**src/shared/sfc_pkg.sv**
```systemverilog
// constants, opcodes and states for the serial flash host
// assumes a 250 MHz mclk_i and one flash on the link
`default_nettype none
package sfc_pkg;
  // timing
  localparam int SFC_MCLK_NS  = 4;
  localparam int SFC_HALF_NS  = 16;
  localparam int SFC_CSH_NS   = 40;
  localparam int SFC_HALF_CYC = (SFC_HALF_NS + SFC_MCLK_NS - 1) / SFC_MCLK_NS;
  localparam int SFC_CSH_CYC  = (SFC_CSH_NS + SFC_MCLK_NS - 1) / SFC_MCLK_NS;
  localparam logic [3:0] SFC_DIV_LAST = 4'(2 * SFC_HALF_CYC - 1);
  localparam logic [3:0] SFC_DIV_SAMP = 4'(SFC_HALF_CYC + 2);
  localparam logic [3:0] SFC_DIV_HI   = 4'(SFC_HALF_CYC);
  localparam logic [3:0] SFC_DIV_HOLD = 4'(SFC_HALF_CYC - 2);
  localparam logic [3:0] SFC_CSH_LAST = 4'(SFC_CSH_CYC - 1);
  localparam logic [3:0] SFC_CPB1     = 4'h8;
  localparam logic [3:0] SFC_CPB2     = 4'h4;
  localparam logic [3:0] SFC_CPB4     = 4'h2;
  // register map
  localparam logic [7:0] SFC_OFF_CMD  = 8'h00;
  localparam logic [7:0] SFC_OFF_ADR  = 8'h04;
  localparam logic [7:0] SFC_OFF_CTL  = 8'h08;
  localparam logic [7:0] SFC_OFF_TX   = 8'h0C;
  localparam logic [7:0] SFC_OFF_RX   = 8'h10;
  localparam logic [7:0] SFC_OFF_ST   = 8'h14;
  localparam int SFC_CMD_LEN_LSB = 16;
  localparam int SFC_CTL_HOLD    = 0;
  localparam int SFC_CTL_QOK     = 1;
  localparam int SFC_ST_BUSY     = 0;
  localparam int SFC_ST_TXF      = 1;
  localparam int SFC_ST_RXF      = 2;
  localparam int SFC_ST_REF      = 3;
  localparam int SFC_ST_HELD     = 4;
  localparam logic [15:0] SFC_LEN_SR  = 16'h0001;
  localparam logic [15:0] SFC_LEN_WSR = 16'h0002;
  localparam logic [15:0] SFC_LEN_0   = 16'h0000;
  localparam logic [7:0]  SFC_BYTE_RST = 8'h00;
  // opcodes
  localparam logic [7:0] OP_READ = 8'h03, OP_FRD = 8'h0B, OP_DOR = 8'h3B;
  localparam logic [7:0] OP_DIO = 8'hBB, OP_QOR = 8'h6B, OP_QIO = 8'hEB;
  localparam logic [7:0] OP_PGE = 8'h81, OP_SCE = 8'h20, OP_HBE = 8'h52;
  localparam logic [7:0] OP_BKE = 8'hD8, OP_CE0 = 8'h60, OP_CE1 = 8'hC7;
  localparam logic [7:0] OP_PGM = 8'h02, OP_DPP = 8'hA2, OP_QPG = 8'h32;
  localparam logic [7:0] OP_WEN = 8'h06, OP_WDI = 8'h04, OP_VWE = 8'h50;
  localparam logic [7:0] OP_SAE = 8'h44, OP_SAP = 8'h42, OP_SAR = 8'h48;
  localparam logic [7:0] OP_SRL = 8'h05, OP_SRH = 8'h35, OP_WSR = 8'h01;
  typedef enum logic [2:0] {
    ST_IDLE  = 3'b000,
    ST_CMD   = 3'b001,
    ST_ADDR  = 3'b010,
    ST_DUMMY = 3'b011,
    ST_DATA  = 3'b100,
    ST_STALL = 3'b101,
    ST_DONE  = 3'b110
  } sfc_state_t;
endpackage
`default_nettype wire

```
**src/logic/sfc_host.sv**
```systemverilog
// host controller for a multi-line serial nor flash
// assumes the flash on dl_* pins, software on the reg_* port
//
// Strobed register access and the register addresses were chosen for this implementation.
`default_nettype none
module sfc_host (
  input  wire logic        mclk_i,
  input  wire logic        rst_i,
  input  wire logic [7:0]  reg_addr_i,
  input  wire logic [31:0] reg_wdata_i,
  input  wire logic        reg_wr_i,
  input  wire logic        reg_rd_i,
  output logic      [31:0] reg_rdata_o,
  output logic             sclk_o,
  output logic             cs_n_o,
  output logic      [3:0]  dl_o,
  output logic      [3:0]  dl_oe_o,
  input  wire logic [3:0]  dl_i
);
  // ----------------------------------------
  // state
  // ----------------------------------------
  sfc_pkg::sfc_state_t st_q;
  sfc_pkg::sfc_state_t st_d;
  logic [7:0]  op_q;
  logic [23:0] adr_q;
  logic [15:0] len_q;
  logic [15:0] len_d;
  logic [7:0]  sr_q;
  logic [7:0]  sr_d;
  logic [3:0]  clk_q;
  logic [3:0]  clk_d;
  logic [1:0]  bl_q;
  logic [1:0]  bl_d;
  logic [3:0]  div_q;
  logic [3:0]  div_d;
  logic        hreq_q;
  logic        qok_q;
  logic        hold_q;
  logic        hold_d;
  logic [7:0]  tx_q;
  logic        txf_q;
  logic [7:0]  rx_q;
  logic        rxf_q;
  logic        ref_q;
  logic [3:0]  s1_q;
  logic [3:0]  s2_q;
  logic        rx_set;
  logic        tx_take;
  logic        ref_set;
  logic        start;
  logic [31:0] st_word;

  // ----------------------------------------
  // register port decode
  // ----------------------------------------
  wire        idle   = st_q == sfc_pkg::ST_IDLE;
  wire        wr_cmd = reg_wr_i && reg_addr_i == sfc_pkg::SFC_OFF_CMD;
  wire        wr_adr = reg_wr_i && reg_addr_i == sfc_pkg::SFC_OFF_ADR;
  wire        wr_ctl = reg_wr_i && reg_addr_i == sfc_pkg::SFC_OFF_CTL;
  wire        wr_tx  = reg_wr_i && reg_addr_i == sfc_pkg::SFC_OFF_TX;
  wire        wr_st  = reg_wr_i && reg_addr_i == sfc_pkg::SFC_OFF_ST;
  wire        rd_rx  = reg_rd_i && reg_addr_i == sfc_pkg::SFC_OFF_RX;
  wire [7:0]  w_op   = reg_wdata_i[7:0];
  wire [15:0] w_len  = reg_wdata_i[sfc_pkg::SFC_CMD_LEN_LSB +: 16];
  wire n_quad  = w_op inside {sfc_pkg::OP_QOR, sfc_pkg::OP_QIO,
                              sfc_pkg::OP_QPG};
  wire n_sr    = w_op inside {sfc_pkg::OP_SRL, sfc_pkg::OP_SRH};
  wire n_wsr   = w_op == sfc_pkg::OP_WSR;
  // no data phase for erases and latch commands
  wire n_nodat = w_op inside {sfc_pkg::OP_PGE, sfc_pkg::OP_SCE,
                              sfc_pkg::OP_HBE, sfc_pkg::OP_BKE,
                              sfc_pkg::OP_CE0, sfc_pkg::OP_CE1,
                              sfc_pkg::OP_WEN, sfc_pkg::OP_WDI,
                              sfc_pkg::OP_VWE, sfc_pkg::OP_SAE};
  wire [15:0] n_len = n_sr ? sfc_pkg::SFC_LEN_SR :
                      n_wsr ? sfc_pkg::SFC_LEN_WSR :
                      n_nodat ? sfc_pkg::SFC_LEN_0 : w_len;

  // ----------------------------------------
  // opcode decode
  // ----------------------------------------
  wire op_adr3 = op_q inside {sfc_pkg::OP_READ, sfc_pkg::OP_FRD,
                              sfc_pkg::OP_DOR, sfc_pkg::OP_DIO,
                              sfc_pkg::OP_QOR, sfc_pkg::OP_QIO,
                              sfc_pkg::OP_PGE, sfc_pkg::OP_SCE,
                              sfc_pkg::OP_HBE, sfc_pkg::OP_BKE,
                              sfc_pkg::OP_PGM, sfc_pkg::OP_DPP,
                              sfc_pkg::OP_QPG, sfc_pkg::OP_SAE,
                              sfc_pkg::OP_SAP, sfc_pkg::OP_SAR};
  wire op_dmy  = op_q inside {sfc_pkg::OP_FRD, sfc_pkg::OP_DOR,
                              sfc_pkg::OP_DIO, sfc_pkg::OP_QOR,
                              sfc_pkg::OP_QIO, sfc_pkg::OP_SAR};
  wire op_rd   = op_q inside {sfc_pkg::OP_READ, sfc_pkg::OP_FRD,
                              sfc_pkg::OP_DOR, sfc_pkg::OP_DIO,
                              sfc_pkg::OP_QOR, sfc_pkg::OP_QIO,
                              sfc_pkg::OP_SAR, sfc_pkg::OP_SRL,
                              sfc_pkg::OP_SRH};
  wire dw2 = op_q inside {sfc_pkg::OP_DOR, sfc_pkg::OP_DIO,
                          sfc_pkg::OP_DPP};
  wire dw4 = op_q inside {sfc_pkg::OP_QOR, sfc_pkg::OP_QIO,
                          sfc_pkg::OP_QPG};
  wire aw2 = op_q == sfc_pkg::OP_DIO;
  wire aw4 = op_q == sfc_pkg::OP_QIO;
  wire op_quad = dw4;

  // ----------------------------------------
  // phase width and serial clock divider
  // ----------------------------------------
  wire in_ad  = st_q inside {sfc_pkg::ST_ADDR, sfc_pkg::ST_DUMMY};
  wire in_dt  = st_q inside {sfc_pkg::ST_DATA, sfc_pkg::ST_STALL};
  wire ph_w2  = (in_ad && aw2) || (in_dt && dw2);
  wire ph_w4  = (in_ad && aw4) || (in_dt && dw4);
  wire run    = st_q inside {sfc_pkg::ST_CMD, sfc_pkg::ST_ADDR,
                             sfc_pkg::ST_DUMMY, sfc_pkg::ST_DATA};
  wire active = run || st_q == sfc_pkg::ST_STALL;
  wire t_samp = run && !hold_q && div_q == sfc_pkg::SFC_DIV_SAMP;
  wire t_fall = run && !hold_q && div_q == sfc_pkg::SFC_DIV_LAST;
  wire last   = clk_q == 4'h1;
  wire [3:0] cpb_a = aw4 ? sfc_pkg::SFC_CPB4 :
                     aw2 ? sfc_pkg::SFC_CPB2 : sfc_pkg::SFC_CPB1;
  wire [3:0] cpb_d = dw4 ? sfc_pkg::SFC_CPB4 :
                     dw2 ? sfc_pkg::SFC_CPB2 : sfc_pkg::SFC_CPB1;
  // msb first, wide lanes carry the top bits of each group
  wire [7:0] sr_out = ph_w4 ? {sr_q[3:0], 4'h0} :
                      ph_w2 ? {sr_q[5:0], 2'h0} : {sr_q[6:0], 1'b0};
  wire [7:0] sr_in  = ph_w4 ? {sr_q[3:0], s2_q} :
                      ph_w2 ? {sr_q[5:0], s2_q[1:0]} :
                      {sr_q[6:0], s2_q[1]};
  // reads need room in rx, writes need a byte in tx
  wire go   = !hold_q && (op_rd ? !rxf_q : txf_q);
  wire sclk_d = run && div_d >= sfc_pkg::SFC_DIV_HI;

  // ----------------------------------------
  // sequencer
  // ----------------------------------------
  always_comb
  begin
    st_d    = st_q;
    sr_d    = sr_q;
    clk_d   = clk_q;
    bl_d    = bl_q;
    div_d   = div_q;
    len_d   = len_q;
    rx_set  = 1'b0;
    tx_take = 1'b0;
    ref_set = 1'b0;
    start   = 1'b0;
    unique case (st_q)
      sfc_pkg::ST_IDLE:
      begin
        if (wr_cmd && n_quad && !qok_q)
          ref_set = 1'b1;
        else if (wr_cmd)
        begin
          start = 1'b1;
          st_d  = sfc_pkg::ST_CMD;
          sr_d  = w_op;
          clk_d = sfc_pkg::SFC_CPB1;
          div_d = 4'h0;
          len_d = n_len;
        end
      end
      sfc_pkg::ST_CMD, sfc_pkg::ST_ADDR,
      sfc_pkg::ST_DUMMY, sfc_pkg::ST_DATA:
      begin
        if (!hold_q)
          div_d = t_fall ? 4'h0 : div_q + 4'h1;
        if (t_samp && st_q == sfc_pkg::ST_DATA && op_rd)
          sr_d = sr_in;
        if (t_fall && !(st_q == sfc_pkg::ST_DATA && op_rd))
          sr_d = sr_out;
        if (t_fall)
          clk_d = clk_q - 4'h1;
        // byte boundary: only here may the frame end
        if (t_fall && last)
        begin
          if (st_q == sfc_pkg::ST_CMD && op_adr3)
          begin
            st_d  = sfc_pkg::ST_ADDR;
            bl_d  = 2'h2;
            sr_d  = adr_q[23:16];
            clk_d = cpb_a;
          end
          else if (st_q == sfc_pkg::ST_ADDR && bl_q != 2'h0)
          begin
            bl_d  = bl_q - 2'h1;
            sr_d  = bl_q == 2'h2 ? adr_q[15:8] : adr_q[7:0];
            clk_d = cpb_a;
          end
          else if (st_q == sfc_pkg::ST_ADDR && op_dmy)
          begin
            st_d  = sfc_pkg::ST_DUMMY;
            sr_d  = sfc_pkg::SFC_BYTE_RST;
            clk_d = cpb_a;
          end
          else if (st_q == sfc_pkg::ST_DATA)
          begin
            rx_set = op_rd;
            len_d  = len_q - 16'h1;
            st_d   = len_q == 16'h1 ? sfc_pkg::ST_DONE
                                    : sfc_pkg::ST_STALL;
          end
          else
            st_d = len_q == 16'h0 ? sfc_pkg::ST_DONE
                                  : sfc_pkg::ST_STALL;
        end
      end
      sfc_pkg::ST_STALL:
      begin
        // clock parked low while software catches up
        if (go)
        begin
          st_d    = sfc_pkg::ST_DATA;
          div_d   = 4'h0;
          clk_d   = cpb_d;
          tx_take = !op_rd;
          if (!op_rd)
            sr_d = tx_q;
        end
      end
      sfc_pkg::ST_DONE:
      begin
        div_d = div_q + 4'h1;
        if (div_q == sfc_pkg::SFC_CSH_LAST)
        begin
          st_d  = sfc_pkg::ST_IDLE;
          div_d = 4'h0;
        end
      end
      default:
        st_d = sfc_pkg::ST_IDLE;
    endcase
  end

  // ----------------------------------------
  // hold
  // ----------------------------------------
  // enters and leaves only with the clock low and not about to rise
  assign hold_d = hold_q ? hreq_q
                : hreq_q && active && !op_quad && !sclk_o
                  && div_q <= sfc_pkg::SFC_DIV_HOLD;

  // ----------------------------------------
  // pins
  // ----------------------------------------
  wire drive = st_q inside {sfc_pkg::ST_CMD, sfc_pkg::ST_ADDR}
             || (st_q == sfc_pkg::ST_DUMMY && !ph_w2 && !ph_w4)
             || (st_q == sfc_pkg::ST_DATA && !op_rd);
  wire [3:0] bits = ph_w4 ? sr_q[7:4] :
                    ph_w2 ? {2'h0, sr_q[7:6]} : {3'h0, sr_q[7]};
  wire [3:0] lanes = ph_w4 ? 4'hF : ph_w2 ? 4'h3 : 4'h1;
  wire [3:0] oe_d;
  wire [3:0] val_d;
  genvar i;
  generate
    for (i = 0; i < 4; i++)
    begin : g_lane
      // protect and hold pins stay driven unless quad uses them
      wire side = (i >= 2) && !ph_w4;
      assign oe_d[i]  = side || (drive && lanes[i]);
      // pin tracks the next hold state, so it settles before sclk rises
      assign val_d[i] = side ? (i == 3 ? !hold_d : 1'b1) : bits[i];
    end
  endgenerate

  // ----------------------------------------
  // read port
  // ----------------------------------------
  always_comb
  begin
    st_word = 32'h0;
    st_word[sfc_pkg::SFC_ST_BUSY] = !idle;
    st_word[sfc_pkg::SFC_ST_TXF]  = txf_q;
    st_word[sfc_pkg::SFC_ST_RXF]  = rxf_q;
    st_word[sfc_pkg::SFC_ST_REF]  = ref_q;
    st_word[sfc_pkg::SFC_ST_HELD] = hold_q;
  end
  wire [31:0] ctl_word = {30'h0, qok_q, hreq_q};
  wire [31:0] rd_d =
    !reg_rd_i ? 32'h0 :
    reg_addr_i == sfc_pkg::SFC_OFF_CMD ? {len_q, 8'h0, op_q} :
    reg_addr_i == sfc_pkg::SFC_OFF_ADR ? {8'h0, adr_q} :
    reg_addr_i == sfc_pkg::SFC_OFF_CTL ? ctl_word :
    reg_addr_i == sfc_pkg::SFC_OFF_TX  ? {24'h0, tx_q} :
    reg_addr_i == sfc_pkg::SFC_OFF_RX  ? {24'h0, rx_q} :
    reg_addr_i == sfc_pkg::SFC_OFF_ST  ? st_word : 32'h0;

  // ----------------------------------------
  // flip-flops
  // ----------------------------------------
  always_ff @(posedge mclk_i or posedge rst_i)
  begin
    if (rst_i)
    begin
      st_q  <= sfc_pkg::ST_IDLE;
      sr_q  <= sfc_pkg::SFC_BYTE_RST;
      clk_q <= 4'h0;
      bl_q  <= 2'h0;
      div_q <= 4'h0;
      len_q <= sfc_pkg::SFC_LEN_0;
      op_q  <= sfc_pkg::SFC_BYTE_RST;
    end
    else
    begin
      st_q  <= st_d;
      sr_q  <= sr_d;
      clk_q <= clk_d;
      bl_q  <= bl_d;
      div_q <= div_d;
      len_q <= len_d;
      if (start)
        op_q <= w_op;
    end
  end

  always_ff @(posedge mclk_i or posedge rst_i)
  begin
    if (rst_i)
    begin
      adr_q  <= 24'h0;
      hreq_q <= 1'b0;
      qok_q  <= 1'b0;
      tx_q   <= sfc_pkg::SFC_BYTE_RST;
      txf_q  <= 1'b0;
      rx_q   <= sfc_pkg::SFC_BYTE_RST;
      rxf_q  <= 1'b0;
      ref_q  <= 1'b0;
      hold_q <= 1'b0;
    end
    else
    begin
      if (wr_adr && idle)
        adr_q <= reg_wdata_i[23:0];
      if (wr_ctl)
      begin
        hreq_q <= reg_wdata_i[sfc_pkg::SFC_CTL_HOLD];
        qok_q  <= reg_wdata_i[sfc_pkg::SFC_CTL_QOK];
      end
      if (wr_tx)
        tx_q <= reg_wdata_i[7:0];
      if (rx_set)
        rx_q <= sr_q;
      // a set in the same cycle as the clear wins
      txf_q  <= wr_tx || (txf_q && !tx_take);
      rxf_q  <= rx_set || (rxf_q && !rd_rx);
      ref_q  <= ref_set
             || (ref_q && !(wr_st && reg_wdata_i[sfc_pkg::SFC_ST_REF]));
      hold_q <= hold_d;
    end
  end

  always_ff @(posedge mclk_i or posedge rst_i)
  begin
    if (rst_i)
    begin
      s1_q        <= 4'h0;
      s2_q        <= 4'h0;
      sclk_o      <= 1'b0;
      cs_n_o      <= 1'b1;
      dl_o        <= 4'hC;
      dl_oe_o     <= 4'hC;
      reg_rdata_o <= 32'h0;
    end
    else
    begin
      s1_q        <= dl_i;
      s2_q        <= s1_q;
      sclk_o      <= sclk_d;
      cs_n_o      <= st_d inside {sfc_pkg::ST_IDLE, sfc_pkg::ST_DONE};
      dl_o        <= val_d;
      dl_oe_o     <= oe_d;
      reg_rdata_o <= rd_d;
    end
  end
endmodule
`default_nettype wire

```
**config.mk**
```make
export PLATFORM = sky130hd
export DESIGN_NAME = sfc_host
export DESIGN_NICKNAME = d
export VERILOG_FILES = /design/src/shared/sfc_pkg.sv /design/src/logic/sfc_host.sv
export SDC_FILE = /design/constraint.sdc
export NUM_CORES = 1
export LEC_CHECK = 0
export BUFFER_PORTS_ARGS = -buffer_cell sky130_fd_sc_hd__buf_4
export CAP_MARGIN = 10
export CORE_AREA = 4 4 149 93
export DETAILED_ROUTE_END_ITERATION = 8
export DIE_AREA = 0 0 153 97
export PLACE_DENSITY = 0.81
export REMOVE_ABC_BUFFERS = 1
export SLEW_MARGIN = 30
export SYNTH_ARGS = -nofsm -noshare
export SYNTH_HDL_FRONTEND = slang
export SYNTH_SLANG_ARGS = --single-unit
```
**constraint.sdc**
```tcl
create_clock -name mclk_i -period 9.65 [get_ports mclk_i]
set_input_delay 1.93 -clock mclk_i [delete_from_list [all_inputs] [get_ports mclk_i]]
set_output_delay 1.93 -clock mclk_i [all_outputs]
set_load 0.05 [all_outputs]
```
# After elaboration in Yosys (flattened, before gate mapping)
# Index checks and enable logic that the tools add are counted.
op_classes:
  eq_ne: 61
  add_sub_neg: 4
  order_cmp: 2
  muxes: 89
  reduce_logical: 91
ops:
  columns: ["op", "count"]
  rows:
  - ["$mux 16", 10]
  - ["$mux 8", 18]
  - ["$eq 8x7->1 const B", 10]
  - ["$mux 4", 20]
  - ["$eq 8x8->1 const B", 9]
  - ["$mux 32", 2]
  - ["$eq 8x6->1 const B", 7]
  - ["$logic_and 1x1->1", 41]
  - ["$eq 8x3->1 const B", 5]
  - ["$pmux 16 s2", 1]
  - ["$eq 8x4->1 const B", 3]
  - ["$mux 24", 1]
  - ["$mux 3", 8]
  - ["$pmux 8 s3", 1]
  - ["$mux 1", 17]
  - ["$eq 16x1->1 const B", 1]
  - ["$eq 8x2->1 const B", 2]
  - ["$eq 8x5->1 const B", 2]
  - ["$logic_not 16->1", 1]
  - ["$ne 2x2->1 const B", 8]
  - ["$pmux 4 s4", 1]
  - ["$reduce_bool 16->1", 1]
  - ["$reduce_bool 2->1", 8]
  - ["$sub 16x1->16 const B", 1]
  - ["32 further kinds", 69]
totals:
  reg_bits: 141
  wordCells: 270

# Logic depth before layout (Yosys ltp)
# Gate-level depths: netlist (run 1).
depth:
  word_depth: 13
  depth_mapped: 9
  ltp_nobuf: 8

# Least setup slack after synthesis (run 1)
# OpenSTA, ideal clock, no wires.
synth_path:
  path_type: "input-to-reg"
  from: "input reg_addr_i[5]"
  to: "register sr_q[2]"
  slack_ns: 5.924
  arrival_time_ns: 3.600
  stages: 7
  setup_ns: 0.126
  cell_sequence: "nor4_1 -> and2_1 -> clkbuf_1 -> a31oi_1 -> a221o_1 -> a21o_1 -> a221o_1"
synth_via:
  elab_chain_len: 6
  elab_cells_between_ends: 7
  classes_between: "eq/ne (2); reduce/logical (5)"
synth_rtl:
  columns: ["element", "line", "rtl"]
  rows:
  - ["start: declaration", "sfc_host.sv:9", "input wire logic [7:0] reg_addr_i,"]
  - ["$logic_not 8->1 *", "sfc_host.sv:58", "wire wr_cmd = reg_wr_i && reg_addr_i == sfc_pkg::SFC_OFF_CMD;"]
  - ["$logic_and 1x1->1 *", "sfc_host.sv:58", null]
  - ["$logic_and 1x1->1 (2 in a row)", "sfc_host.sv:152", "if (wr_cmd && n_quad && !qok_q)"]
  - ["$ne 2x2->1 (no line)", null, null]
  - ["$reduce_and 5->1 (no line) *", null, null]
  - ["end signal: assignment", "sfc_host.sv:297", "sr_q <= sfc_pkg::SFC_BYTE_RST;"]
  - ["end signal: assignment", "sfc_host.sv:307", "sr_q <= sr_d;"]
  - ["end: declaration", "sfc_host.sv:29", "logic [7:0] sr_q;"]
# Mark *: on every way between the ends. The rest lies on a longest branch, timed or not.
# A chain may end at the register's enable or synchronous reset.

# Worst setup path after layout (run 1)
layout_path:
  from: "input reg_addr_i[5]"
  to: "register sr_q[6]"
# Same word-level chain as after synthesis.

==> results of run 1 <==
==> layout make-up <==
| type | instances | area, um2 | area share |
|---|---|---|---|
| multi-input combinational | 504 | 3590 | 0.413 |
| sequential | 140 | 3510 | 0.404 |
| timing repair buffer | 94 | 706 | 0.0814 |
| clock buffer | 19 | 433 | 0.0499 |
| tap | 170 | 213 | 0.0245 |
| clock inverter | 13 | 145 | 0.0167 |
| inverter | 21 | 83.8 | 0.00966 |
==> power by group through the flow <==
stage	Sequential, mW	Combinational [mW]	Clock, mW
floorplan	0.698	0.154	0
global placement	0.701	0.239	0
detailed placement	0.704	0.249	0
CTS	0.694	0.252	0.645
global route	0.703	0.282	0.674
finish	0.697	0.257	0.644
==> synthesized netlist by cell type, types with 5 or more instances <==
cell type,instances
o21ai_0,47
inv_1,21
clkbuf_1,36
ha_1,10
a21oi_1,35
a32oi_1,5
nand3b_1,6
o22a_1,5
buf_2,7
dfrtp_1,136
nor2_1,51
a31oi_1,12
xnor2_1,7
o22ai_1,6
mux2i_1,15
nor4_1,9
and2_1,6
mux2_2,49
nor2b_1,6
o211ai_1,6
nand3_1,11
nor3_1,22
nand2b_1,7
a22oi_1,31
nand2_1,39
and3_1,21
==> per-layer routing <==
layer / track usage / wire length [um] / vias to the layer above
met4: 0.0917 / 371 / 2
met2: 0.405 / 9310 / 535
met3: 0.107 / 3330 / 42
met5: 0 / 13 / -
li1: - / - / 2788
met1: 0.459 / 9440 / 3154
==> registers in the layout, indices dropped and copies added, names as in the netlist, 4 cells and up, named ones only <==
name / cells
dl_o: 4
s2_q: 4
len_q: 16
clk_q: 4
s1_q: 4
sr_q: 8
reg_rdata_o: 32
rx_q: 8
op_q: 8
adr_q: 24
tx_q: 8
==> path summary, 6_finish.rpt <==
path,cells past startpoint,slack [ns],to,start
min reg2reg,0,0.35,s2_q[2],s1_q[2]
max in group asynchronous,3,6.74,reg_rdata_o[19],rst_i
min,0,0.35,s2_q[2],s1_q[2]
max reg2reg,7,6.28,len_q[11],st_q[2]
min in group asynchronous,2,1.60,reg_rdata_o[15],rst_i
max,7,5.54,sr_q[6],reg_addr_i[5]
==> layout by cell type (no fill, tap or decap), types with 5 or more instances in the layout <==
cell       count
a32oi_1        5
a22oi_1       31
nor4_1         9
nand3b_1       6
nand2_1       39
and3_1        20
xnor2_1        7
nor2b_1        5
mux2i_1       15
buf_4         94
dfrtp_1      136
mux2_2        49
o211ai_1       6
nor3_1        22
ha_1          10
a21oi_1       35
a31oi_1       12
o21ai_0       47
nand2b_1       7
o22ai_1        6
clkbuf_16     17
o22a_1         5
inv_1         20
and2_1         5
nor2_1        51
nand3_1       10
==> kinds of logic (layout without fill, tap and decap cells) <==
logic type,count (synthesis),count (layout)
XOR/XNOR,8,8
adder cells (fa/ha/maj),10,10
buffers and inverters,74,147
AO/OA/AOI/OAI,205,205
multiplexers,65,65
AND/OR/NAND/NOR,216,216
flip-flops,140,140
==> worst max-delay path: stages <==
cell	delay (ns)
buf_4	0.11
nor4_1	0.36
and2_2	0.61
a31oi_1	0.28
a221o_1	0.50
a21o_1	0.26
a221o_1	0.34
==> metrics by stage <==
step                total power [mW]  instances  cell area, um2  setup WS, ns  utilization
floorplan                      0.852        665            7150          3.97            -
global placement               0.940        928            8080          4.60        0.643
detailed placement             0.953        928            8080          4.81        0.643
CTS                             1.59        960            8660          5.21        0.689
global route                    1.66        961            8670          5.43        0.690
finish                          1.60        961            8670          5.54        0.690
==> summary.txt, run 1 <==
Status: finished, final reports clean
Clk slew on worst S/H paths: 0.06 ns
Hold WC Path Type: reg2reg
Die X: 153 um
Psw: 0.480 mW
DR iter-0 viols: 888
XOR/XNOR share of the synthesized area: 0.00947
Num CTS Buffers: 17
Post-route setup TNS: 0 ns
WL final: 22500 um
Slew headroom: 0.447
Post-synthesis simple-gate area fraction: 0.162
First-pass GRT wire length: 35500 um
Crit Path Max Fanout: 26
Synth warnings: 0
Cts repair resizes: 0
Clock share of power: 0.403
Layout cells sized above 1: 0.257
TritonCTS clock tree: done
Antenna Cells: 0
Ys async rst share: 1.00
Pin slew with the least headroom to its limit: 0.829 ns
Router iterations before antenna repair: 6
WL/cell: 23.4 um
Routed via count: 6521
Clock Sinks: 140
Largest net degree at the start of global routing: 76
Nets@finish: 836
Fin crit share: 0.426
Die height: 97 um
Count of final setup violators: 0
Root buf cell: clkbuf_16
Combinational Power Share: 0.161
IO buf count: 89
Cell Area, Synth: 0.00740 mm2
Largest family of logic cells by synthesized area: compound AO/OA/AOI/OAI gates
Worst Skew: 0.00870 ns
Area added between synthesis and finish: 17.3%
GPL Wtd Cong: 0.955
# fillers: 920
Avg Inst Size Synth: 10.3 um2
Via density: 6.79
Initial core utilization: 0.588
Crit path kind: in2reg
Register share of total power: 0.436
Post-synthesis adder-cell area fraction: 0.0169
Peak Freq: 243 MHz
Placeable Area: 0.0126 mm2
Yosys cell types: 82
Data required, critical path: 9.95 ns
CP arrival: 4.41 ns
PD cells: 184 mW/mm2
CTS max path bufs: 2
Post-synth EDFFs: 0
Max-cap check violation count: 0
H-tree levels: 4
Remaining antenna violation count after routing: 0
Worst hold margin: 0.348 ns
Worst Setup End Kind: register
Int Pwr: 1.12 mW
Final hold vios: 0
Residual DRC: 0
Kind of start point of the critical path: input port
Max Transition Viols Final: 0
RSZ-0062 raised after global routing: false
Leakage power: 4.02 nW
Post-synth top area cell: dfrtp_1
Number of global-route vias before repair: 6195
Post-layout min period: 4.11 ns
Sw Ratio: 0.300
Die footprint: 0.0148 mm2
#FFs+latches synth: 140
Ys flop type: dfrtp_1
Register area share after synthesis: 0.474
Post-CTS setup buffers: 0
Overflow after GRT: 0
Cells after synthesis: 718
Compound-Gate Fraction of Synth Area: 0.197
IO Pins: 90
Std-Cell Rows: 32
Initial antenna violation count: 1
Max IR drop VDD: 136 uV
Mux cell area share after synthesis: 0.0969
Top post-synthesis cells by area: dfrtp_1 (46%), mux2_2 (7.5%), o21ai_0 (3.2%)
Clock Latency Late Sink: 0.42 ns
Yosys top cell area share: 0.460
Total track usage: 0.303
Hold Buf Count CTS: 0
Post-DP HPWL: 15700 um
Power figures use the tool's default switching activity.
==> run 2: changes to the inputs <==
--- a/config.mk
+++ b/config.mk
@@ -5,12 +5,13 @@
 export SDC_FILE = /design/constraint.sdc
 export NUM_CORES = 1
 export LEC_CHECK = 0
+export ABC_AREA = 1
 export BUFFER_PORTS_ARGS = -buffer_cell sky130_fd_sc_hd__buf_4
 export CAP_MARGIN = 10
-export CORE_AREA = 4 4 149 93
+export CORE_AREA = 4 4 155 97
 export DETAILED_ROUTE_END_ITERATION = 8
-export DIE_AREA = 0 0 153 97
-export PLACE_DENSITY = 0.81
+export DIE_AREA = 0 0 159 101
+export PLACE_DENSITY = 0.79
 export REMOVE_ABC_BUFFERS = 1
 export SLEW_MARGIN = 30
 export SYNTH_ARGS = -nofsm -noshare
==> constraint.sdc (replaced) <==
create_clock -name mclk_i -period 3.9 [get_ports mclk_i]
set_input_delay 0.78 -clock mclk_i [delete_from_list [all_inputs] [get_ports mclk_i]]
set_output_delay 0.78 -clock mclk_i [all_outputs]
set_load 0.05 [all_outputs]
==> summary.txt, run 2 <==
Delay-heaviest family, CP: simple AND/OR/NAND/NOR gates (was compound AO/OA/AOI/OAI gates)
Int Pwr: 2.74 mW (was 1.12 mW)
Synth top cells by count: nand2_1 (277), dfrtp_1 (136), nor2_1 (128), inv_1 (126), o21ai_0 (87) (was dfrtp_1 (136), nor2_1 (51), mux2_2 (49), o21ai_0 (47), nand2_1 (39))
Slowest CP cell: dfrtp_1 (was and2_2)
Top flop regs: reg_rdata_o x32, adr_q x24, len_q x16 (unchanged)
Max Transition Viols Final: 0 (unchanged)
Final hold vios: 0 (unchanged)
Clock share of power: 0.393 (was 0.403)
Die height: 101 um (was 97 um)
Ys async rst share: 1.00 (unchanged)
Post-CTS setup buffers: 0 (unchanged)
CP peak stage delay: 0.43 ns (was 0.61 ns)
Cells after synthesis: 1073 (was 718)
Psw: 1.47 mW (was 0.480 mW)
Initial antenna violation count: 0 (was 1)
PD cells: 451 mW/mm2 (was 184 mW/mm2)
Via density: 5.75 (was 6.79)
IO buf count: 89 (unchanged)
#FFs+latches synth: 140 (unchanged)
Die footprint: 0.0161 mm2 (was 0.0148 mm2)
TritonCTS clock tree: done (unchanged)
Initial core utilization: 0.586 (was 0.588)
Overflow after GRT: 0 (unchanged)
Post-synth top area cell: dfrtp_1 (unchanged)
Cell Area, Synth: 0.00792 mm2 (was 0.00740 mm2)
Die X: 159 um (was 153 um)
Num CTS Buffers: 17 (unchanged)
Clock Latency Late Sink: 0.43 ns (was 0.42 ns)
Crit path kind: reg2reg (was in2reg)
Post-DP HPWL: 17200 um (was 15700 um)
Nets@finish: 1216 (was 836)
Top post-synthesis cells by area: dfrtp_1 (43%), nand2_1 (13%), nor2_1 (6.1%) (was dfrtp_1 (46%), mux2_2 (7.5%), o21ai_0 (3.2%))
WL final: 23300 um (was 22500 um)
Hold WC Path Type: in2async (was reg2reg)
Most frequent cell after synthesis: nand2_1 (was dfrtp_1)
First-pass GRT wire length: 37500 um (was 35500 um)
Worst R2R Path Depth: 11 (was 7)
Place WS: 0.790 ns (was 4.81 ns)
Ys flop type: dfrtp_1 (unchanged)
WL/cell: 17.3 um (was 23.4 um)
RSZ-0062 raised after global routing: false (unchanged)
Synth warnings: 0 (unchanged)
Cells along the critical path: nor2_2, nand2_2, nand2_4, nand2_4, nor2_8, nand2_4, inv_4, nand2_1, a21oi_1, nand2_1, nor2_1 (was buf_4, nor4_1, and2_2, a31oi_1, a221o_1, a21o_1, a221o_1)
CP arrival: 2.88 ns (was 4.41 ns)
Final Util: 0.692 (was 0.690)
Pin slew with the least headroom to its limit: 0.776 ns (was 0.829 ns)
Power Total: 4.21 mW (was 1.60 mW)
Placed inst area: 0.00872 mm2 (was 0.00808 mm2)
Largest net degree at the start of global routing: 104 (was 76)
Count of final setup violators: 0 (unchanged)
Routed via count: 7739 (was 6521)
Area added between synthesis and finish: 18.0% (was 17.3%)
Yosys top cell area share: 0.430 (was 0.460)
Max IR drop VDD: 325 uV (was 136 uV)
Layout cells sized above 1: 0.160 (was 0.257)
Clk slew on worst S/H paths: 0.07 ns (was 0.06 ns)
Multi-input gate area: 0.00375 mm2 (was 0.00359 mm2)
Status: finished, final reports clean (unchanged)
Number of global-route vias before repair: 7073 (was 6195)
Yosys cell types: 45 (was 82)
Most common cell after layout, fill and taps aside: nand2_1 (was dfrtp_1)
Clock Sinks: 140 (unchanged)
Top reg by flops: reg_rdata_o (unchanged)
Crit Path Max Fanout: 18 (was 26)
Hold Buf Count CTS: 0 (unchanged)
H-tree levels: 4 (unchanged)
# fillers: 1101 (was 920)
Max reg flops: 32 (unchanged)
Max-cap check violation count: 0 (unchanged)
Post-synth EDFFs: 0 (unchanged)
Antenna Cells: 0 (unchanged)
Total track usage: 0.296 (was 0.303)
GPL Wtd Cong: 0.928 (was 0.955)
Placeable Area: 0.0135 mm2 (was 0.0126 mm2)
Root buf cell: clkbuf_16 (unchanged)
Worst Setup End Kind: register (unchanged)
DR iter-0 viols: 893 (was 888)
Data required, critical path: 4.25 ns (was 9.95 ns)
Register area: 0.00351 mm2 (unchanged)
Register area share after synthesis: 0.443 (was 0.474)
Slew headroom: 0.480 (was 0.447)
Sw Ratio: 0.348 (was 0.300)
Internal reg-to-reg setup slack: 1.36 ns (was 6.28 ns)
Kind of start point of the critical path: register (was input port)
Leakage power: 4.77 nW (was 4.02 nW)
Combinational Power Share: 0.195 (was 0.161)
Residual DRC: 0 (unchanged)
Register share of total power: 0.412 (was 0.436)
FF-to-FF Start: st_q[1] (was st_q[2])
CP most frequent cell: nand2_4 (was a221o_1)
Router iterations before antenna repair: 8 (was 6)
Fin crit share: 0.650
Avg Inst Size Synth: 7.38 um2 (was 10.3 um2)
Worst Skew: 0.0106 ns (was 0.00870 ns)
Post-layout min period: 2.54 ns
Std-Cell Rows: 33 (was 32)
Peak Freq: 394 MHz
Capturing point of the worst reg2reg path: cs_n_o (was len_q[11])
Commonest non-fill, non-tap cells in the layout: nand2_1 (277), dfrtp_1 (136), nor2_1 (128) (was dfrtp_1 (136), buf_4 (94), nor2_1 (51))
Final instance area: 0.00934 mm2 (was 0.00867 mm2)
Final worst slack: 1.36 ns (was 5.54 ns)
IO Pins: 90 (unchanged)
Buffers plus inverters on the worst setup path: 1 (unchanged)
Remaining antenna violation count after routing: 0 (unchanged)
Cts repair resizes: 0 (unchanged)
CTS max path bufs: 2 (unchanged)
==> run 2: changes by cell type after synthesis, sizes merged, moves of 14 or more <==
cell    change
a22oi      -32
and3       -21
clkbuf     -20
inv       +113
mux2       -50
mux2i      -15
nand2     +262
nand3      +64
nand4      +14
nor2       +86
o21ai      +44
==> run 2: how the worst max path moves through the flow <==
stage	start	endpoint	cells after the start
final	st_q[1]	cs_n_o	11
after global routing	reg_addr_i[1]	len_q[11]	12
after CTS	reg_addr_i[1]	adr_q[9]	10
after detailed placement	reg_addr_i[1]	adr_q[9]	10
after global placement	reg_addr_i[1]	adr_q[8]	10
after floorplan	rst_i	asynchronous set/reset pin	1
==> run 2: cell type report <==
type / count / area share
Clock buffer: 17 / 0.0455
Clock inverter: 15 / 0.0205
Inverter: 135 / 0.0550
Multi-Input combinational cell: 768 / 0.402
Sequential cell: 140 / 0.376
Tap cell: 175 / 0.0234
Timing Repair Buffer: 96 / 0.0785
==> run 2: power by group through the flow <==
stage	logic, mW	registers (mW)	clock network (mW)
2_1_floorplan	0.546	1.75	0
3_3_place_gp	0.786	1.75	0
3_5_place_dp	0.804	1.75	0
4_1_cts	0.813	1.73	1.66
5_1_grt	0.929	1.76	1.73
6_report	0.820	1.73	1.66
==> run 2: per-layer routing <==
| metal | GRT usage | wire [um] | vias up |
|---|---|---|---|
| met5 | 0 | 0 | - |
| met4 | 0.0740 | 341 | 0 |
| met3 | 0.0870 | 3090 | 47 |
| met2 | 0.398 | 9010 | 498 |
| met1 | 0.462 | 10800 | 3553 |
| li1 | - | - | 3641 |
==> run 2: worst reg2reg max path, cell delays in order (launching register included) <==
cell     delay, ns
dfrtp_1       0.43
nor2_2        0.18
nand2_2       0.17
nand2_4       0.30
nand2_4       0.11
nor2_8        0.17
nand2_4       0.14
inv_4         0.23
nand2_1       0.22
a21oi_1       0.25
nand2_1       0.09
nor2_1        0.16
==> run 2: per-stage QoR <==
| step | cells | TNS (ns) | hold WS [ns] |
|---|---|---|---|
| 3_3_place_gp | 1314 | 0 | 0.333 |
| 4_1_cts | 1346 | 0 | 0.335 |
| 6_report | 1346 | 0 | 0.315 |
| 5_1_grt | 1346 | 0 | 0.351 |
| 2_1_floorplan | 1043 | -85.17 | 0.331 |
| 3_5_place_dp | 1314 | 0 | 0.341 |
==> run 2: logic make-up (layout without fill, tap and decap cells) <==
group,count (synthesis),count (layout),synth area share
simple gates,565,565,0.319
xor+xnor,8,8,0.00885
compound gates,185,185,0.129
fa+ha+maj,10,10,0.0158
buf+inv,165,263,0.0836
flops,140,140,0.443
==> run 3: changes to the inputs <==
--- a/config.mk
+++ b/config.mk
@@ -8,10 +8,10 @@
 export ABC_AREA = 1
 export BUFFER_PORTS_ARGS = -buffer_cell sky130_fd_sc_hd__buf_4
 export CAP_MARGIN = 10
-export CORE_AREA = 4 4 155 97
+export CORE_AREA = 4 4 163 102
 export DETAILED_ROUTE_END_ITERATION = 8
-export DIE_AREA = 0 0 159 101
-export PLACE_DENSITY = 0.79
+export DIE_AREA = 0 0 167 106
+export PLACE_DENSITY = 0.76
 export REMOVE_ABC_BUFFERS = 1
 export SLEW_MARGIN = 30
 export SYNTH_ARGS = -nofsm -noshare
==> constraint.sdc (replaced) <==
create_clock -name mclk_i -period 2.2 [get_ports mclk_i]
set_input_delay 0.44 -clock mclk_i [delete_from_list [all_inputs] [get_ports mclk_i]]
set_output_delay 0.44 -clock mclk_i [all_outputs]
set_load 0.05 [all_outputs]
==> summary.txt, run 3 (synthesis gave the netlist of run 2 again) <==
Status: finished, final reports clean (unchanged)
Hold WC Path Type: in2async (unchanged)
Post-layout min period: 2.16 ns (was 2.54 ns)
Die height: 106 um (was 101 um)
Worst R2R Path Depth: 11 (unchanged)
Layout cells sized above 1: 0.205 (was 0.160)
Worst Skew: 0.0109 ns (was 0.0106 ns)
Clk slew on worst S/H paths: 0.07 ns (about the same)
Commonest non-fill, non-tap cells in the layout: nand2_1 (275), buf_4 (143), dfrtp_1 (131) (was nand2_1 (277), dfrtp_1 (136), nor2_1 (128))
Root buf cell: clkbuf_16 (unchanged)
Max-cap check violation count: 0 (unchanged)
Overflow after GRT: 0 (unchanged)
GPL Wtd Cong: 0.983 (was 0.928)
Final Util: 0.649 (was 0.692)
Remaining antenna violation count after routing: 0 (unchanged)
Clock Sinks: 140 (unchanged)
Die footprint: 0.0177 mm2 (was 0.0161 mm2)
IO buf count: 89 (unchanged)
Cells along the critical path: inv_1, nand2_1, nor2_4, o21ai_0, nand3_1, o21ai_0, nand2_4, buf_4, nand3_1, nand3_1, a21oi_1 (was nor2_2, nand2_2, nand2_4, nand2_4, nor2_8, nand2_4, inv_4, nand2_1, a21oi_1, nand2_1, nor2_1)
Count of final setup violators: 0 (unchanged)
Std-Cell Rows: 35 (was 33)
Met2 wire length: 9440 um (was 9010 um)
Leakage power: 5.01 nW (was 4.77 nW)
Initial antenna violation count: 0 (unchanged)
Area added between synthesis and finish: 23.9% (was 18.0%)
Routed via count: 7930 (was 7739)
Placeable Area: 0.0151 mm2 (was 0.0135 mm2)
Clock Latency Late Sink: 0.43 ns (about the same)
Setup crit start: op_q[5] (was st_q[1])
CP arrival: 2.52 ns (was 2.88 ns)
CTS max path bufs: 2 (unchanged)
Max Transition Viols Final: 0 (unchanged)
Router iterations before antenna repair: 8 (unchanged)
Kind of start point of the critical path: register (unchanged)
Place WS: 0.0703 ns (was 0.790 ns)
Residual DRC: 0 (unchanged)
Number of global-route vias before repair: 7338 (was 7073)
Register area: 0.00351 mm2 (about the same)
Largest net degree at the start of global routing: 55 (was 104)
Via density: 5.56 (was 5.75)
WL final: 24500 um (was 23300 um)
Cell depth of the worst setup path: 11 (unchanged)
Post-DP HPWL: 18500 um (was 17200 um)
Data required, critical path: 2.55 ns (was 4.25 ns)
Slew headroom: 0.665 (was 0.480)
DR iter-0 viols: 1062 (was 893)
Top Metal Used: met4 (unchanged)
Power Total: 7.59 mW (was 4.21 mW)
Peak Freq: 462 MHz (was 394 MHz)
Nets@finish: 1267 (was 1216)
Multi-input gate area: 0.00377 mm2 (was 0.00375 mm2)
Total track usage: 0.278 (was 0.296)
M1 WL: 11300 um (was 10800 um)
Most common cell after layout, fill and taps aside: nand2_1 (unchanged)
WL/cell: 17.2 um (was 17.3 um)
Final hold vios: 0 (unchanged)
H-tree levels: 4 (unchanged)
PD cells: 774 mW/mm2 (was 451 mW/mm2)
Max reg flops: 32 (unchanged)
Buffers plus inverters on the worst setup path: 2 (was 1)
Capturing point of the worst reg2reg path: clk_q[3] (was cs_n_o)
CP most frequent cell: nand3_1 (was nand2_4)
Slowest CP cell: dfrtp_2 (was dfrtp_1)
Post-route insts no fill: 1425 (was 1346)
Placed insts: 1390 (was 1314)
TritonCTS clock tree: done (unchanged)
Antenna Cells: 0 (unchanged)
Internal reg-to-reg setup slack: 0.04 ns (was 1.36 ns)
FF-to-FF Start: op_q[5] (was st_q[1])
Crit Path Max Fanout: 6 (was 18)
First-pass GRT wire length: 39200 um (was 37500 um)
Top reg by flops: reg_rdata_o (unchanged)
Final worst slack: 0.0371 ns (was 1.36 ns)
Fin crit share: 0.983 (was 0.650)
IO Pins: 90 (unchanged)
Crit path capture: clk_q[3] (was cs_n_o)
Max IR drop VDD: 577 uV (was 325 uV)
CP peak stage delay: 0.42 ns (was 0.43 ns)
# fillers: 1284 (was 1101)
Num CTS Buffers: 17 (unchanged)
Met3 WL: 3360 um (was 3090 um)
Delay-heaviest family, CP: simple AND/OR/NAND/NOR gates (unchanged)
Worst Setup End Kind: register (unchanged)
Crit path kind: reg2reg (unchanged)
Top flop regs: reg_rdata_o x32, adr_q x24, len_q x16 (unchanged)
Initial core utilization: 0.524 (was 0.586)
Pin slew with the least headroom to its limit: 0.497 ns (was 0.776 ns)
Die X: 167 um (was 159 um)
[run 3: how the worst min path moves through the flow]
stage	start	end	slack (ns)
after global placement	s1_q[3]	s2_q[3]	0.33
after CTS	rst_i	reg_rdata_o[10]	0.07
after detailed placement	s1_q[0]	s2_q[0]	0.33
after global routing	rst_i	reg_rdata_o[15]	0.09
final	rst_i	reg_rdata_o[10]	0.05
after floorplan	s1_q[0]	s2_q[0]	0.33
[run 3: cell type report]
cell class | instances | area share
Multi-Input combinational cell | 768 | 0.385
Sequential cell | 140 | 0.358
Clock buffer | 17 | 0.0434
Timing Repair Buffer | 147 | 0.118
Clock inverter | 15 | 0.0174
Tap cell | 203 | 0.0259
Inverter | 135 | 0.0524
[run 3: timing repair]
action	CTS	global route
setup buffers	0	3
hold buffers	0	0
setup endpoints to repair	0	23
gates resized for setup	0	15
[run 3: worst reg2reg max path, delay by kind of cell (launching register included)]
family          cells  cell delay (ns)
compound gates      3             0.70
buf+inv             2             0.20
flops               1             0.42
simple gates        6             0.77
[run 3: layer usage]
metal  global-route usage  up-vias
li1                     -     3754
met1                0.436     3670
met2                0.359      462
met3               0.0977       44
met4               0.0689        0
met5                    0        -
[run 3: power by group]
part	switching [mW]	internal [mW]	total [mW]	leakage (nW)
clock network	1.33	1.62	2.96	0.293
logic	0.999	0.577	1.58	2.99
registers	0.251	2.81	3.06	1.73
[run 3: stage by stage]
stage / TNS [ns] / hold slack, ns / area (um2)
detailed placement: 0 / 0.335 / 9150
floorplan: -292.10 / 0.331 / 7760
CTS: 0 / 0.0719 / 9750
finish: 0 / 0.0476 / 9810
global placement: 0 / 0.333 / 9150
global route: -0.0932 / 0.0941 / 9810
